<file path="src/design/fsmon_pkg.sv">
// Purpose: Constants and types shared by the fail-safe clock monitor.
// Assumes: One 250 MHz clock; all oscillators arrive as sampled pins.
// Notes:   Counts are in oscillator edges unless named in MCLK cycles.
package fsmon_pkg;

	// Clock period of MCLK in picoseconds
	localparam int MCLK_PERIOD_PS     = 4000;

	// Sample clock divider on the low-frequency oscillator
	localparam int LF_DIVIDE          = 64;
	localparam int LF_HALF            = LF_DIVIDE / 2;
	localparam int LF_CNT_W           = $clog2(LF_HALF);
	localparam logic [LF_CNT_W-1:0] LF_HALF_LAST = LF_CNT_W'(LF_HALF - 1);

	// Default start-up timer length in external clock falling edges
	localparam int OST_EDGES_DEF      = 1024;

	// Widths
	localparam int FREQ_W             = 4;
	localparam int SCS_W              = 2;
	localparam int MODE_W             = 3;

	// Reset values
	localparam logic [FREQ_W-1:0] FREQ_RESET   = 4'h0;
	localparam logic [1:0]        SYNC_RESET   = 2'h0;

	// System clock select encodings; bit 1 set picks the internal oscillator
	localparam int SCS_INTERNAL_BIT   = 1;

	// External oscillator modes
	typedef enum logic [MODE_W-1:0] {
		low_power_crystal_mode  = 3'b000,
		crystal_mode            = 3'b001,
		high_speed_crystal_mode = 3'b010,
		external_clock_mode     = 3'b011,
		secondary_timer_mode    = 3'b100,
		resistor_capacitor_mode = 3'b101
	} fsmon_mode_e;

	// Start-up timer states
	typedef enum logic [1:0] {
		OST_IDLE  = 2'b00,
		OST_RUN   = 2'b01,
		OST_DONE  = 2'b10,
		OST_SLEEP = 2'b11
	} fsmon_ost_e;

endpackage : fsmon_pkg

</file>
<file path="src/design/fsmon_top.sv">
// Purpose: Fail-safe monitor of the external oscillator with clock failover.
// Assumes: Oscillator inputs are asynchronous pins sampled by MCLK.
// Notes:   Control bits are plain ports driven from MCLK-domain logic.
`timescale 1ns/1ps

// Overview of operation
// - Monitor works only when its enable is set
// - Monitor covers every external oscillator mode
// - Sample clock is low-frequency oscillator divided by 64
// - Detector latch set on external clock falling edge
// - Detector latch cleared on sample clock rising edge
// - Failure when half sample period sees no external clock falling edge
// - Failure moves clock to internal, sets fail flag
// - Interrupt when fail flag and its enable set
// - Stay internal until sleep, or timer timeout after software selects external again
// - Failover frequency comes from the frequency select field
// - Reset, sleep or timer timeout after a clock select change clears condition
// - Select change restarts timer; timeout returns to external
// - Fail flag not clearable while condition active
// - Detection idle until start-up timer expires
// - External clock and RC modes skip the timer
// - Enable also runs code internally during start-up
module fsmon_top
	import fsmon_pkg::*;
#(
	parameter int OST_EDGES = OST_EDGES_DEF
) (
	input  wire logic              MCLK,
	input  wire logic              RST_B,
	input  wire logic              EXT_CLK,
	input  wire logic              LF_OSC_CLK,
	input  wire logic              INT_OSC_CLK,
	input  wire logic              FAIL_SAFE_MONITOR_ENABLE,
	input  wire logic [MODE_W-1:0] OSC_MODE,
	input  wire logic [FREQ_W-1:0] INTERNAL_OSC_FREQ_SELECT,
	input  wire logic [SCS_W-1:0]  SYSTEM_CLOCK_SELECT,
	input  wire logic              SLEEP_EXEC,
	input  wire logic              WAKE_UP,
	input  wire logic              OSC_FAIL_IRQ_ENABLE,
	input  wire logic              OSC_FAIL_FLAG_CLEAR,
	output logic                   SYS_CLK,
	output logic                   SYS_CLK_ON_INTERNAL,
	output logic [FREQ_W-1:0]      INT_OSC_FREQ,
	output logic                   OSC_FAIL_FLAG,
	output logic                   OSC_FAIL_IRQ,
	output logic                   FAIL_SAFE_ACTIVE,
	output logic                   OST_EXPIRED,
	output logic                   MONITOR_ARMED
);

	localparam int OST_W = $clog2(OST_EDGES + 1);
	localparam logic [OST_W-1:0] OST_LAST = OST_W'(OST_EDGES - 1);

	// Parameter and package checks at elaboration
	if (OST_EDGES < 1) begin : g_chk_ost
		$error("OST_EDGES must be at least one");
	end
	if (LF_DIVIDE < 4 || LF_DIVIDE % 2 != 0) begin : g_chk_div
		$error("LF_DIVIDE must be even and at least four");
	end
	if ((1 << LF_CNT_W) < LF_HALF) begin : g_chk_lfw
		$error("LF_CNT_W too narrow for LF_HALF");
	end
	if (SCS_W <= SCS_INTERNAL_BIT) begin : g_chk_scs
		$error("SCS_W does not hold the internal select bit");
	end
	if (MODE_W < 3) begin : g_chk_mode
		$error("MODE_W too narrow for the mode codes");
	end
	if (FREQ_W != 4) begin : g_chk_freq
		$error("FREQ_W must be four");
	end

	// Pin synchronisers: two flops, a third for edge detection
	logic [1:0] ext_sync;
	logic [1:0] lf_sync;
	logic [1:0] int_sync;
	logic       ext_prev;
	logic       lf_prev;
	logic       int_prev;

	always_ff @(posedge MCLK) begin
		if (!RST_B) begin
			ext_sync <= SYNC_RESET;
			lf_sync  <= SYNC_RESET;
			int_sync <= SYNC_RESET;
		end else begin
			ext_sync <= {ext_sync[0], EXT_CLK};
			lf_sync  <= {lf_sync[0], LF_OSC_CLK};
			int_sync <= {int_sync[0], INT_OSC_CLK};
		end
	end

	always_ff @(posedge MCLK) begin
		if (!RST_B) begin
			ext_prev <= 1'b0;
			lf_prev  <= 1'b0;
			int_prev <= 1'b0;
		end else begin
			ext_prev <= ext_sync[1];
			lf_prev  <= lf_sync[1];
			int_prev <= int_sync[1];
		end
	end

	logic ext_fall;
	logic lf_rise;
	logic int_fall;

	assign ext_fall = ext_prev & ~ext_sync[1];
	assign lf_rise  = ~lf_prev & lf_sync[1];
	assign int_fall = int_prev & ~int_sync[1];

	// Sample clock: low-frequency oscillator divided by 64
	logic [LF_CNT_W-1:0] lf_cnt;
	logic                sample_clk;
	logic                sample_rise;
	logic                sample_fall;
	logic                sample_edge;

	assign sample_edge = lf_rise & (lf_cnt == LF_HALF_LAST);
	assign sample_rise = sample_edge & ~sample_clk;
	assign sample_fall = sample_edge & sample_clk;

	always_ff @(posedge MCLK) begin
		if (!RST_B) begin
			lf_cnt     <= '0;
			sample_clk <= 1'b0;
		end else if (lf_rise) begin
			if (lf_cnt == LF_HALF_LAST) begin
				lf_cnt     <= '0;
				sample_clk <= ~sample_clk;
			end else begin
				lf_cnt <= lf_cnt + 1'b1;
			end
		end
	end

	// Mode and select decode
	logic skip_ost;
	logic scs_internal;
	logic [SCS_W-1:0] scs_prev;
	logic scs_change;

	// All external modes are monitored alike; mode only steers the timer
	assign skip_ost = (OSC_MODE == external_clock_mode) ||
		(OSC_MODE == resistor_capacitor_mode);
	assign scs_internal = SYSTEM_CLOCK_SELECT[SCS_INTERNAL_BIT];
	assign scs_change = (SYSTEM_CLOCK_SELECT != scs_prev);

	always_ff @(posedge MCLK) begin
		if (!RST_B)
			scs_prev <= '0;
		else
			scs_prev <= SYSTEM_CLOCK_SELECT;
	end

	// Known external oscillator modes; all are monitored alike
	logic mode_known;

	always_comb begin
		case (OSC_MODE)
			low_power_crystal_mode,
			crystal_mode,
			high_speed_crystal_mode,
			external_clock_mode,
			secondary_timer_mode,
			resistor_capacitor_mode: begin
				mode_known = 1'b1;
			end
			default: begin
				mode_known = 1'b0;
			end
		endcase
	end

	// Oscillator start-up timer
	fsmon_ost_e        ost_state;
	fsmon_ost_e        next_ost_state;
	logic [OST_W-1:0]  ost_cnt;
	logic              restart;
	logic              ost_running;
	logic              ost_timeout;

	// Reset release, wake-up and select change all start the timer
	assign restart = WAKE_UP | scs_change;
	assign ost_running = (ost_state == OST_RUN);
	assign ost_timeout = ost_running & ext_fall & (ost_cnt == OST_LAST);

	always_comb begin
		next_ost_state = ost_state;
		case (ost_state)
			OST_IDLE: begin
				next_ost_state = skip_ost ? OST_DONE : OST_RUN;
			end
			OST_RUN: begin
				if (ost_timeout)
					next_ost_state = OST_DONE;
			end
			OST_DONE: begin
				next_ost_state = OST_DONE;
			end
			OST_SLEEP: begin
				next_ost_state = OST_SLEEP;
			end
			default: begin
				next_ost_state = OST_IDLE;
			end
		endcase
		if (SLEEP_EXEC)
			next_ost_state = OST_SLEEP;
		else if (restart)
			next_ost_state = skip_ost ? OST_DONE : OST_RUN;
	end

	always_ff @(posedge MCLK) begin
		if (!RST_B)
			ost_state <= OST_IDLE;
		else
			ost_state <= next_ost_state;
	end

	always_ff @(posedge MCLK) begin
		if (!RST_B)
			ost_cnt <= '0;
		else if (restart || SLEEP_EXEC || !ost_running)
			ost_cnt <= '0;
		else if (ext_fall)
			ost_cnt <= ost_cnt + 1'b1;
	end

	// Detector latch and failure decision
	logic det_latch;
	logic armed;
	logic fail_event;
	logic fs_active;

	assign armed = FAIL_SAFE_MONITOR_ENABLE & mode_known &
		(ost_state == OST_DONE) & ~scs_internal & ~fs_active;

	always_ff @(posedge MCLK) begin
		if (!RST_B)
			det_latch <= 1'b0;
		else if (ext_fall)
			det_latch <= 1'b1;
		else if (sample_rise)
			det_latch <= 1'b0;
	end

	// Latch cleared at the rising edge still clear at the falling edge
	assign fail_event = armed & sample_fall & ~det_latch & ~ext_fall;

	// Fail-safe condition
	always_ff @(posedge MCLK) begin
		if (!RST_B)
			fs_active <= 1'b0;
		else if (SLEEP_EXEC)
			fs_active <= 1'b0;
		else if (fail_event)
			fs_active <= 1'b1;
		else if (ost_timeout)
			fs_active <= 1'b0;
	end

	// Sticky failure flag, clearable only once the condition is gone
	always_ff @(posedge MCLK) begin
		if (!RST_B)
			OSC_FAIL_FLAG <= 1'b0;
		else if (fail_event)
			OSC_FAIL_FLAG <= 1'b1;
		else if (OSC_FAIL_FLAG_CLEAR && !fs_active)
			OSC_FAIL_FLAG <= 1'b0;
	end

	always_ff @(posedge MCLK) begin
		if (!RST_B)
			OSC_FAIL_IRQ <= 1'b0;
		else
			OSC_FAIL_IRQ <= OSC_FAIL_FLAG & OSC_FAIL_IRQ_ENABLE;
	end

	// Source choice: internal on failure, software select or start-up
	logic want_int;
	logic sel_int;
	logic two_speed;
	logic mux_busy;

	// Two-speed start-up: run internally while the timer counts
	assign two_speed = FAIL_SAFE_MONITOR_ENABLE & ost_running;

	assign want_int = fs_active | scs_internal | two_speed;
	assign mux_busy = (want_int != sel_int);

	// Glitch-free mux: switch only at the target's falling edge while
	// the output is low; on failure the old clock may be stuck, so the
	// switch is forced, which only lengthens the current phase
	always_ff @(posedge MCLK) begin
		if (!RST_B)
			sel_int <= 1'b0;
		else if (want_int && !sel_int && int_fall &&
			(!SYS_CLK || fs_active))
			sel_int <= 1'b1;
		else if (!want_int && sel_int && ext_fall && !SYS_CLK)
			sel_int <= 1'b0;
	end

	always_ff @(posedge MCLK) begin
		if (!RST_B)
			SYS_CLK <= 1'b0;
		else if (mux_busy)
			SYS_CLK <= SYS_CLK & ~(int_fall | ext_fall);
		else
			SYS_CLK <= sel_int ? int_sync[1] : ext_sync[1];
	end

	always_ff @(posedge MCLK) begin
		if (!RST_B)
			INT_OSC_FREQ <= FREQ_RESET;
		else
			INT_OSC_FREQ <= INTERNAL_OSC_FREQ_SELECT;
	end

	// Status for software polling after start-up
	always_ff @(posedge MCLK) begin
		if (!RST_B) begin
			SYS_CLK_ON_INTERNAL <= 1'b0;
			FAIL_SAFE_ACTIVE    <= 1'b0;
			OST_EXPIRED         <= 1'b0;
			MONITOR_ARMED       <= 1'b0;
		end else begin
			SYS_CLK_ON_INTERNAL <= sel_int;
			FAIL_SAFE_ACTIVE    <= fs_active;
			OST_EXPIRED         <= (ost_state == OST_DONE);
			MONITOR_ARMED       <= armed;
		end
	end

endmodule : fsmon_top

</file>
<file path="config.mk">
export PLATFORM = sky130hd
export DESIGN_NAME = fsmon_top
export DESIGN_NICKNAME = d
export VERILOG_FILES = /design/src/design/fsmon_pkg.sv /design/src/design/fsmon_top.sv
export SDC_FILE = /design/constraint.sdc
export NUM_CORES = 1
export LEC_CHECK = 0
export BUFFER_PORTS_ARGS = -buffer_cell sky130_fd_sc_hd__buf_2
export CAP_MARGIN = 15
export CORE_UTILIZATION = 35
export DETAILED_ROUTE_END_ITERATION = 8
export PLACE_DENSITY = 0.63
export SLEW_MARGIN = 20
export SYNTH_ARGS = -nofsm -noshare
export SYNTH_HDL_FRONTEND = slang
export SYNTH_SLANG_ARGS = --single-unit
</file>
<file path="constraint.sdc">
create_clock -name MCLK -period 3.4 [get_ports MCLK]
set_clock_uncertainty 0.1 [all_clocks]
set_input_delay 0.34 -clock MCLK [delete_from_list [all_inputs] [get_ports MCLK]]
set_output_delay 0.34 -clock MCLK [all_outputs]
set_load 0.05 [all_outputs]
</file>
[After elaboration in Yosys (flattened, before gate mapping)]
Index checks and enable logic that the tools add are counted.
Word-level totals
  flip-flop bits (word level): 44
  input bits: 19
  word-level logic and storage cells: 112
Operators by class
  add/sub/neg operators: 2
  equal/unequal tests: 13
  multiplexer cells: 17
  bitwise logic cells: 32
  reduce and logical (&&, ||, !) cells: 26
Operators with widths (count)
  1-bit AND: 18
  11-bit by 1-bit adder with 11-bit output, second input constant: 1
  11-bit by 10-bit equality test with 1-bit output, second input constant: 1
  1-bit 2-to-1 mux: 11
  1-bit NOT: 10
  2-bit 2-to-1 mux: 4
  2-bit case mux with 4 select lines: 1
  2-bit nonzero test: 4
  1-bit logical AND: 7
  3-bit by 2-bit equality test with 1-bit output, second input constant: 2
  3-bit equality test, second input constant: 2
  6-bit OR reduction: 1
  5-bit by 1-bit adder with 5-bit output, second input constant: 1
  5-bit equality test, second input constant: 1
  1-bit zero test: 5
  5-bit 2-to-1 mux: 1
  2-bit equality test, second input constant: 2
  1-bit logical OR: 4
  4-bit by 3-bit inequality test with 1-bit output, second input constant: 1
  1-bit bitwise OR: 4
  2-bit OR reduction: 2
  3-bit by 1-bit equality test with 1-bit output, second input constant: 1
  3-bit zero test: 1
  2-bit by 1-bit equality test with 1-bit output, second input constant: 1
  4 further kinds: 4

[Logic depth before layout (Yosys ltp)]
Gate-level depths: netlist of the first run.
  depth after elaboration: 11
  gate-level depth with buffers: 7

[Least setup slack after synthesis of the first run]
Ideal clock, no wire load.
  path type: flip-flop to flip-flop
  from: register lf_cnt[0]
  to: register lf_cnt[2]
  library setup time: 0.071 ns
  data arrival time: 1.513 ns
  slack: 1.716 ns
  stages on the path, launching flop included: 6
  path buffers: 0
  clock period less this slack: 1.684 ns
  cells stage by stage: dfxtp_1 > ha_1 > and3_1 > ha_1 > or4b_1 > a21oi_1
On the way
  word-level cells in the longest chain between the ends: 2
Ends and longest elaborated chain
  start, declared: line fsmon_top.sv:115  | logic [LF_CNT_W-1:0] lf_cnt;
  start signal, assigned: line fsmon_top.sv:134  | lf_cnt <= lf_cnt + 1'b1;
  5-bit by 1-bit adder with 5-bit output or 5-bit equality test (tied branches): line fsmon_top.sv:134, fsmon_top.sv:130
  5-bit 2-to-1 mux *: line fsmon_top.sv:130  | if (lf_cnt == LF_HALF_LAST) begin
Every way passes the cells marked *; elsewhere a longest branch is shown, timed or not.
A chain may end at the register's enable or synchronous reset.

[Worst setup path after layout of the first run]
  from: register lf_cnt[0]
  to: register fs_active
On the way
  word-level cells in the longest chain between the ends: 7
Ends and longest elaborated chain
  5-bit equality test *: line fsmon_top.sv:121  | assign sample_edge = lf_rise & (lf_cnt == LF_HALF_LAST);
  1-bit AND *: line fsmon_top.sv:121
  1-bit AND *: line fsmon_top.sv:123  | assign sample_fall = sample_edge & sample_clk;
  1-bit AND * (3 in series): line fsmon_top.sv:251  | assign fail_event = armed & sample_fall & ~det_latch & ~ext_fall;
  1-bit 2-to-1 mux or 2-bit nonzero test (tied branches)
  end signal, assigned: line fsmon_top.sv:258  | fs_active <= 1'b0;
  end signal, assigned: line fsmon_top.sv:260  | fs_active <= 1'b1;
  end signal, assigned: line fsmon_top.sv:262  | fs_active <= 1'b0;
  end, declared: line fsmon_top.sv:236  | logic fs_active;
Marked as above.

==> metrics.txt, run 1 <==
# TYPE chip_impl_metric gauge
chip_impl_info{name="rr_endpoint",value="fs_active"} 1
chip_impl_info{name="regToRegStartpoint",value="lf_cnt[0]"} 1
chip_impl_metric{name="cts_num_sinks",unit=""} 44
chip_impl_metric{name="maximum_number_of_pins_on_one_net_before_global_route_repair",unit=""} 23
chip_impl_metric{name="max_freq",unit="GHz"} 0.541
chip_impl_metric{name="max_slew.worst_pin.slew",unit="ns"} 0.534
chip_impl_metric{name="final.fill_count",unit=""} 453
chip_impl_metric{name="hold_viol_final",unit=""} 0
chip_impl_metric{name="finish.net_count",unit=""} 230
chip_impl_metric{name="drc",unit=""} 2
chip_impl_info{name="netlist_top_cells_area",value="dfxtp_1, and2_1, nor2_1, ha_1, xnor2_1"} 1
chip_impl_metric{name="placer_congestion_estimate",unit=""} 0.744
chip_impl_metric{name="post_cts_buffers",unit=""} 0
chip_impl_metric{name="multi_input_comb_area",unit="µm²"} 803
chip_impl_metric{name="cp.arrival",unit="ns"} 1.98
chip_impl_metric{name="routed_wire_length_per_instance",unit="µm"} 10.7
chip_impl_metric{name="final_layout_size_suffix_gt1_share",unit="%"} 20.8
chip_impl_info{name="synthDominantAreaCellType",value="dfxtp_1"} 1
chip_impl_info{name="postSynth.topFlopCell",value="dfxtp_1"} 1
chip_impl_metric{name="number_of_max_cap_violations",unit=""} 0
chip_impl_metric{name="setup_total_negative_slack",unit="ns"} 0
chip_impl_metric{name="io_pins",unit=""} 30
chip_impl_info{name="outcome",value="complete, but fails checks"} 1
chip_impl_metric{name="synthesis.area",unit="µm²"} 1730
chip_impl_metric{name="grt_pass1_wl",unit="µm"} 5000
chip_impl_metric{name="firstDrtPassIters",unit=""} 6
chip_impl_metric{name="cts_repair_resize_count",unit=""} 0
chip_impl_metric{name="avgViaCountPerCell",unit=""} 4.55
chip_impl_info{name="cts_tree",value="built"} 1
chip_impl_info{name="type_of_the_setup_path_with_the_least_slack",value="register to register"} 1
chip_impl_metric{name="clock_latency",unit="ns"} 0.29
chip_impl_metric{name="syn_area_per_cell",unit="µm²"} 9.80
chip_impl_metric{name="grt.overflow.total",unit=""} 0
chip_impl_metric{name="post_synth_inst_count",unit=""} 176
chip_impl_info{name="cts_root_buffer",value="clkbuf_8"} 1
chip_impl_info{name="worst_setup_path_end_kind",value="register"} 1
chip_impl_info{name="classification_of_the_worst_slack_hold_path",value="primary input to register"} 1
chip_impl_metric{name="fp.coreArea",unit="µm²"} 4720
chip_impl_metric{name="ctsHoldBuffers",unit=""} 0
chip_impl_metric{name="maxSlewHeadroom",unit="%"} 64.3
chip_impl_metric{name="initial_core_utilization",unit="%"} 36.5
chip_impl_metric{name="finalPower",unit="mW"} 0.936
chip_impl_metric{name="area.sequential",unit="µm²"} 881
chip_impl_metric{name="ir_drop",unit="µV"} 184
chip_impl_metric{name="required",unit="ns"} 3.53
chip_impl_metric{name="wirelength",unit="µm"} 2920
chip_impl_metric{name="yosysSeqAreaShare",unit="%"} 51.1
chip_impl_metric{name="detail-route-antenna-nets",unit=""} 0
chip_impl_metric{name="r2r_slack",unit="ns"} 1.55
chip_impl_info{name="violations",value="design-rule violations"} 1
chip_impl_metric{name="post_synth_top_area_share",unit="%"} 51.1
chip_impl_metric{name="total_leakage_power",unit="nW"} 0.835
chip_impl_metric{name="layout-area-overhead-vs-synth",unit="%"} 17.6
chip_impl_metric{name="power_density",unit="nW/µm²"} 461
chip_impl_metric{name="yosysWarningCount",unit=""} 0
chip_impl_metric{name="grt_antenna_before_repair",unit=""} 0
chip_impl_metric{name="final-setup-viol-count",unit=""} 0
chip_impl_metric{name="die_width",unit="µm"} 72.2
chip_impl_metric{name="r2r.worst_path.cells",unit=""} 7
chip_impl_metric{name="buffer_ports.inserted",unit=""} 29
chip_impl_metric{name="die_area",unit="µm²"} 5210
chip_impl_metric{name="grt_use_total",unit="%"} 12.5
chip_impl_metric{name="placed_cells",unit=""} 266
chip_impl_metric{name="period_minus_ws_final",unit="ns"} 1.85
chip_impl_metric{name="cts-root-to-sink-buffers",unit=""} 2
chip_impl_metric{name="syn-num-nets",unit=""} 200
chip_impl_info{name="grt_setup_unrepaired",value="false"} 1
chip_impl_metric{name="clk_transition_reported_paths",unit="ns"} 0.08
chip_impl_info{name="final_common_cell",value="dfxtp_1"} 1
chip_impl_metric{name="finish.cell_count_without_fillers",unit=""} 274
chip_impl_metric{name="worstPathMaxFanout",unit=""} 6
chip_impl_metric{name="die_y",unit="µm"} 72.2
chip_impl_metric{name="hold_path_depth",unit=""} 2
chip_impl_info{name="worstSetupStartpointType",value="register"} 1
chip_impl_metric{name="num_vias",unit=""} 1248
chip_impl_metric{name="netlist-cell-type-count",unit=""} 38
chip_impl_metric{name="grt_pass1_vias",unit=""} 1127
chip_impl_metric{name="fin_crit_sh",unit="%"} 54.3
chip_impl_metric{name="postSynth.asyncResetShare",unit="%"} 0
chip_impl_metric{name="synth-seq-cells",unit=""} 44
chip_impl_metric{name="dp.final_hpwl",unit="µm"} 2130
chip_impl_info{name="layout.cells.most_common_list",value="dfxtp_1, buf_2, nor2_1, and2_1, nand2_1"} 1
chip_impl_metric{name="insertedDiodeCount",unit=""} 0
chip_impl_info{name="crit_end",value="fs_active"} 1
chip_impl_metric{name="timing.final.max_slew_violations",unit=""} 0
chip_impl_metric{name="number_of_placement_rows",unit=""} 25
chip_impl_metric{name="htreeDepth",unit=""} 2
chip_impl_metric{name="count_of_flip_flops_with_a_built_in_enable_after_synthesis",unit=""} 0
chip_impl_metric{name="tritoncts_buffers",unit=""} 5
chip_impl_metric{name="violation_count_after_the_first_detailed_routing_iteration",unit=""} 106
chip_impl_info{name="critPathLaunch",value="lf_cnt[0]"} 1
worst min-delay path by stage:
| stage | from | to | slack (ns) |
|---|---|---|---|
| 6_report | LF_OSC_CLK | lf_sync[0] | 0.14 |
| 3_5_place_dp | int_sync[0] | int_sync[1] | 0.32 |
| 3_3_place_gp | lf_sync[0] | lf_sync[1] | 0.31 |
| 5_1_grt | INTERNAL_OSC_FREQ_SELECT[2] | INT_OSC_FREQ[2] | 0.13 |
| 4_1_cts | LF_OSC_CLK | lf_sync[0] | 0.13 |
| 2_1_floorplan | SLEEP_EXEC | fs_active | 0.31 |
through the flow:
step                      utilization [%]  worst slack [ns]  hold slack, ns  area, µm²
final                                43.0              1.55           0.144       2030
after global routing                 43.0              1.36           0.134       2030
after CTS                            43.0              1.53           0.132       2030
after detailed placement             40.9              1.55           0.321       1930
after global placement               40.9              1.62           0.314       1930
after floorplan                         -              1.72           0.309       1730
cell usage after synthesis, types with 3 or more instances:
cell,instances
and2_1,16
nor4_1,3
nor2_1,18
nand3_1,3
ha_1,5
dfxtp_1,44
xnor2_1,7
nand4_1,3
o21ai_0,4
nand2_1,9
and3_1,3
inv_1,5
nor2b_1,3
clkbuf_1,6
xor2_1,6
a21oi_1,8
a31oi_1,3
nor3_1,4
final cells by class:
class	count	area share, %
flip-flops and latches	44	43.4
multi-input cells	121	39.6
repair buffers	29	7.15
well taps	67	4.13
clock buffers	6	4.07
inverters	5	0.925
clock inverters	2	0.740
flip-flops by register name, indices dropped and copies added (netlist names), 2 cells and up:
signal and count:
ext_sync 2, ost_cnt 11, scs_prev 2, INT_OSC_FREQ 4
lf_sync 2, int_sync 2, ost_state 2, lf_cnt 5
logic make-up after synthesis:
family | count (synthesis) | synth area share, %
adder cells (fa/ha/maj) | 5 | 3.63
multiplexers | 3 | 1.81
buffers and inverters | 11 | 2.39
AO/OA/AOI/OAI | 22 | 7.90
flip-flops | 44 | 51.1
XOR/XNOR | 13 | 6.60
AND/OR/NAND/NOR | 78 | 26.6
worst max-delay path, cell delays in order (launching register included):
cell and delay (ns):
dfxtp_1 0.40, ha_1 0.20, and3_1 0.16, ha_1 0.24, nand3b_1 0.15, nor4b_1 0.30
nand2_1 0.12, a21oi_1 0.13
metal layers:
layer  wire length (µm)  GRT usage, %
met1               1520          17.6
met2               1230          16.9
met4                 22          4.58
met3                144          5.00
met5                  0             0
where the power goes:
group / total, mW / switching [mW] / internal [mW]
sequential: 0.535 / 0.00712 / 0.528
combinational: 0.0634 / 0.0372 / 0.0262
clock: 0.338 / 0.173 / 0.164
Note: power is estimated with default switching activity, not from simulation.
==> inputs of run 2 (changes only) <==
--- a/config.mk
+++ b/config.mk
@@ -9,7 +9,7 @@
 export CAP_MARGIN = 15
 export CORE_UTILIZATION = 35
 export DETAILED_ROUTE_END_ITERATION = 8
-export PLACE_DENSITY = 0.63
+export PLACE_DENSITY = 0.65
 export SLEW_MARGIN = 20
 export SYNTH_ARGS = -nofsm -noshare
 export SYNTH_HDL_FRONTEND = slang
==> constraint.sdc (replaced) <==
create_clock -name MCLK -period 1.7 [get_ports MCLK]
set_clock_uncertainty 0.1 [all_clocks]
set_input_delay 0.17 -clock MCLK [delete_from_list [all_inputs] [get_ports MCLK]]
set_output_delay 0.17 -clock MCLK [all_outputs]
set_load 0.05 [all_outputs]
==> run 2 against run 1 <==
Against the previous run: the run ends with design-rule violations, negative setup slack left; hold slack worse by 0.095 ns; global-route usage is 2.0 points higher; wire length grew 17%; critical path depth fell by 1; count of clock-buffer cells in the layout down 1; design area up 16%; first-iteration DRC count decreased by 46%; critical endpoint is now lf_cnt[2]; highest routed layer unchanged.
==> metrics.txt, run 2 (synthesis gave the netlist of run 1 again) <==
# TYPE chip_impl_metric gauge
chip_impl_metric{name="firstDrtPassIters",unit=""} 6
chip_impl_metric{name="postLayoutCellArea",unit="µm²"} 2360
chip_impl_metric{name="max_freq",unit="GHz"} 0.581
chip_impl_metric{name="number_of_flip_flops_in_the_largest_register",unit=""} 11
chip_impl_metric{name="num_vias",unit=""} 1390
chip_impl_metric{name="ir_drop",unit="µV"} 644
chip_impl_metric{name="cp.arrival",unit="ns"} 1.85
chip_impl_info{name="largestRegisters",value="ost_cnt x11, lf_cnt x5, INT_OSC_FREQ x4"} 1
chip_impl_metric{name="required",unit="ns"} 1.83
chip_impl_metric{name="io_pins",unit=""} 30
chip_impl_metric{name="clk_transition_reported_paths",unit="ns"} 0.08
chip_impl_metric{name="dp.final_hpwl",unit="µm"} 2280
chip_impl_metric{name="finish.cell_count_without_fillers",unit=""} 303
chip_impl_metric{name="timing.final.max_slew_violations",unit=""} 0
chip_impl_metric{name="routed_wire_length_per_instance",unit="µm"} 11.3
chip_impl_metric{name="number_of_placement_rows",unit=""} 25
chip_impl_metric{name="grt_antenna_before_repair",unit=""} 0
chip_impl_metric{name="maximum_number_of_pins_on_one_net_before_global_route_repair",unit=""} 23
chip_impl_metric{name="r2r.worst_path.cells",unit=""} 6
chip_impl_metric{name="die_area",unit="µm²"} 5210
chip_impl_metric{name="die_y",unit="µm"} 72.2
chip_impl_metric{name="finalPower",unit="mW"} 2.05
chip_impl_info{name="cts_tree",value="built"} 1
chip_impl_metric{name="number_of_max_cap_violations",unit=""} 0
chip_impl_info{name="violations",value="design-rule violations, negative setup slack"} 1
chip_impl_metric{name="insertedDiodeCount",unit=""} 0
chip_impl_metric{name="cts-root-to-sink-buffers",unit=""} 2
chip_impl_metric{name="buffer_ports.inserted",unit=""} 29
chip_impl_metric{name="layout-area-overhead-vs-synth",unit="%"} 36.8
chip_impl_info{name="rr_endpoint",value="lf_cnt[2]"} 1
chip_impl_metric{name="tritoncts_buffers",unit=""} 5
chip_impl_metric{name="fin_crit_sh",unit="%"} 101
chip_impl_metric{name="die_width",unit="µm"} 72.2
chip_impl_metric{name="drc",unit=""} 2
chip_impl_metric{name="r2r_slack",unit="ns"} -0.02
chip_impl_info{name="timing.critical_path.cells",value="ha_4 -> and3_4 -> ha_4 -> buf_4 -> or4b_1 -> a21oi_1"} 1
chip_impl_info{name="worst_case_hold_path_end_point",value="scs_prev[1]"} 1
chip_impl_metric{name="placer_congestion_estimate",unit=""} 0.801
chip_impl_info{name="register_with_the_most_flip_flops",value="ost_cnt"} 1
chip_impl_metric{name="grt_pass1_wl",unit="µm"} 5700
chip_impl_metric{name="initial_core_utilization",unit="%"} 36.5
chip_impl_info{name="cp_common_cell",value="ha_4"} 1
chip_impl_info{name="hp-start",value="SYSTEM_CLOCK_SELECT[1]"} 1
chip_impl_metric{name="violation_count_after_the_first_detailed_routing_iteration",unit=""} 57
chip_impl_info{name="worstSetupStartpointType",value="register"} 1
chip_impl_info{name="final_common_cell",value="dfxtp_1"} 1
chip_impl_info{name="worst_setup_path_end_kind",value="register"} 1
chip_impl_info{name="grt_setup_unrepaired",value="true"} 1
chip_impl_metric{name="fp.coreArea",unit="µm²"} 4720
chip_impl_info{name="type_of_the_setup_path_with_the_least_slack",value="register to register"} 1
chip_impl_info{name="layout.cells.most_common_list",value="dfxtp_1, buf_2, buf_4, nor2_1, and2_1"} 1
chip_impl_metric{name="slowest_delay",unit="ns"} 0.46
chip_impl_metric{name="hold_viol_final",unit=""} 0
chip_impl_metric{name="clock_latency",unit="ns"} 0.30
chip_impl_metric{name="timing.final.ws_setup",unit="ns"} -0.0202
chip_impl_metric{name="final_layout_size_suffix_gt1_share",unit="%"} 30.9
chip_impl_metric{name="grt_pass1_vias",unit=""} 1333
chip_impl_metric{name="max_slew.worst_pin.slew",unit="ns"} 0.417
chip_impl_metric{name="wirelength",unit="µm"} 3410
chip_impl_metric{name="finish.net_count",unit=""} 259
chip_impl_metric{name="timing.critical_path.buf_inv",unit=""} 1
chip_impl_metric{name="detailed_place.area",unit="µm²"} 2060
chip_impl_metric{name="htreeDepth",unit=""} 2
chip_impl_metric{name="total_leakage_power",unit="nW"} 0.977
chip_impl_info{name="classification_of_the_worst_slack_hold_path",value="primary input to register"} 1
chip_impl_metric{name="worstPathMaxFanout",unit=""} 3
chip_impl_metric{name="hold_path_depth",unit=""} 2
chip_impl_metric{name="detail-route-antenna-nets",unit=""} 0
chip_impl_metric{name="power_density",unit="nW/µm²"} 868
chip_impl_info{name="cp_top_family",value="simple AND/OR/NAND/NOR gates"} 1
chip_impl_metric{name="grt.overflow.total",unit=""} 0
chip_impl_metric{name="cts_num_sinks",unit=""} 44
chip_impl_metric{name="final-setup-viol-count",unit=""} 1
chip_impl_metric{name="grt_use_total",unit="%"} 14.5
chip_impl_info{name="regToRegStartpoint",value="lf_cnt[1]"} 1
chip_impl_metric{name="placed_cells",unit=""} 283
chip_impl_metric{name="avgViaCountPerCell",unit=""} 4.59
chip_impl_info{name="slowest_stage",value="or4b_1"} 1
chip_impl_info{name="cts_root_buffer",value="clkbuf_8"} 1
chip_impl_metric{name="maxSlewHeadroom",unit="%"} 72.2
chip_impl_metric{name="period_minus_ws_final",unit="ns"} 1.72
chip_impl_info{name="outcome",value="complete, but fails checks"} 1
chip_impl_metric{name="final.fill_count",unit=""} 437
-- run 2: cell count changes in the layout (fill, tap and decap cells not counted), moves of 2 or more --
cell / before / now
ha_4: 0 / 3
dfxtp_1: 44 / 40
nor4b_1: 2 / 0
ha_1: 5 / 1
dlygate4sd3_1: 0 / 10
buf_4: 0 / 19
dfxtp_2: 0 / 4
-- run 2: what timing repair did --
item                                   4_1_cts  5_1_grt
cloned                                       0        0
setup endpoints to repair                    4        4
endpoints found under the hold margin       10        0
resized for setup                            7        7
pin swaps                                    5        8
hold buffers                                10        0
buffers inserted                             1        1
-- run 2: layer usage --
metal  wire (µm)  part of all wire (%)  vias up  GRT usage (%)
met1        1630                    48      635           16.7
met2        1600                    47       25           24.5
met5           0                     0        -              0
met4          75                   2.2        0           7.19
met3         109                   3.2        7           4.17
li1            -                     -      723              -
-- run 2: report_power, final --
part	total [mW]	internal [mW]	switching [mW]
Sequential	1.07	1.06	0.0121
Clock	0.810	0.442	0.367
Combinational	0.173	0.0842	0.0885
-- run 2: how the worst max path moves through the flow --
stage / from / end / slack (ns) / cells after the start
4_1_cts: lf_cnt[0] / fs_active / -0.002 / 7
3_3_place_gp: lf_cnt[0] / fs_active / -0.01 / 7
6_report: lf_cnt[1] / lf_cnt[2] / -0.02 / 6
2_1_floorplan: lf_cnt[0] / lf_cnt[2] / 0.02 / 5
3_5_place_dp: lf_cnt[0] / fs_active / -0.11 / 7
5_1_grt: lf_cnt[1] / lf_cnt[2] / -0.07 / 6
-- run 2: layout make-up --
type / instances / area [µm²] / area share (%)
clock inverters: 3 / 46.3 / 1.96
multi-input cells: 121 / 870 / 36.8
flip-flops and latches: 44 / 886 / 37.5
inverters: 5 / 18.8 / 0.795
repair buffers: 58 / 388 / 16.4
well taps: 67 / 83.8 / 3.55
clock buffers: 5 / 68.8 / 2.91
-- run 2: metrics by stage --
stage | hold slack, ns | setup WS, ns | util [%] | TNS [ns]
floorplan | 0.139 | 0.0160 | - | 0
global placement | 0.277 | -0.0145 | 43.6 | -0.0145
detailed placement | 0.280 | -0.107 | 43.6 | -0.160
CTS | 0.0484 | -0.00176 | 49.0 | -0.00176
global route | 0.0600 | -0.0671 | 50.0 | -0.138
finish | 0.0491 | -0.0202 | 50.0 | -0.0202
-- run 2: worst reg2reg max path: stages, from the launching register on --
cell,delay [ns]
dfxtp_2,0.35
ha_4,0.16
and3_4,0.18
ha_4,0.15
buf_4,0.13
or4b_1,0.46
a21oi_1,0.13
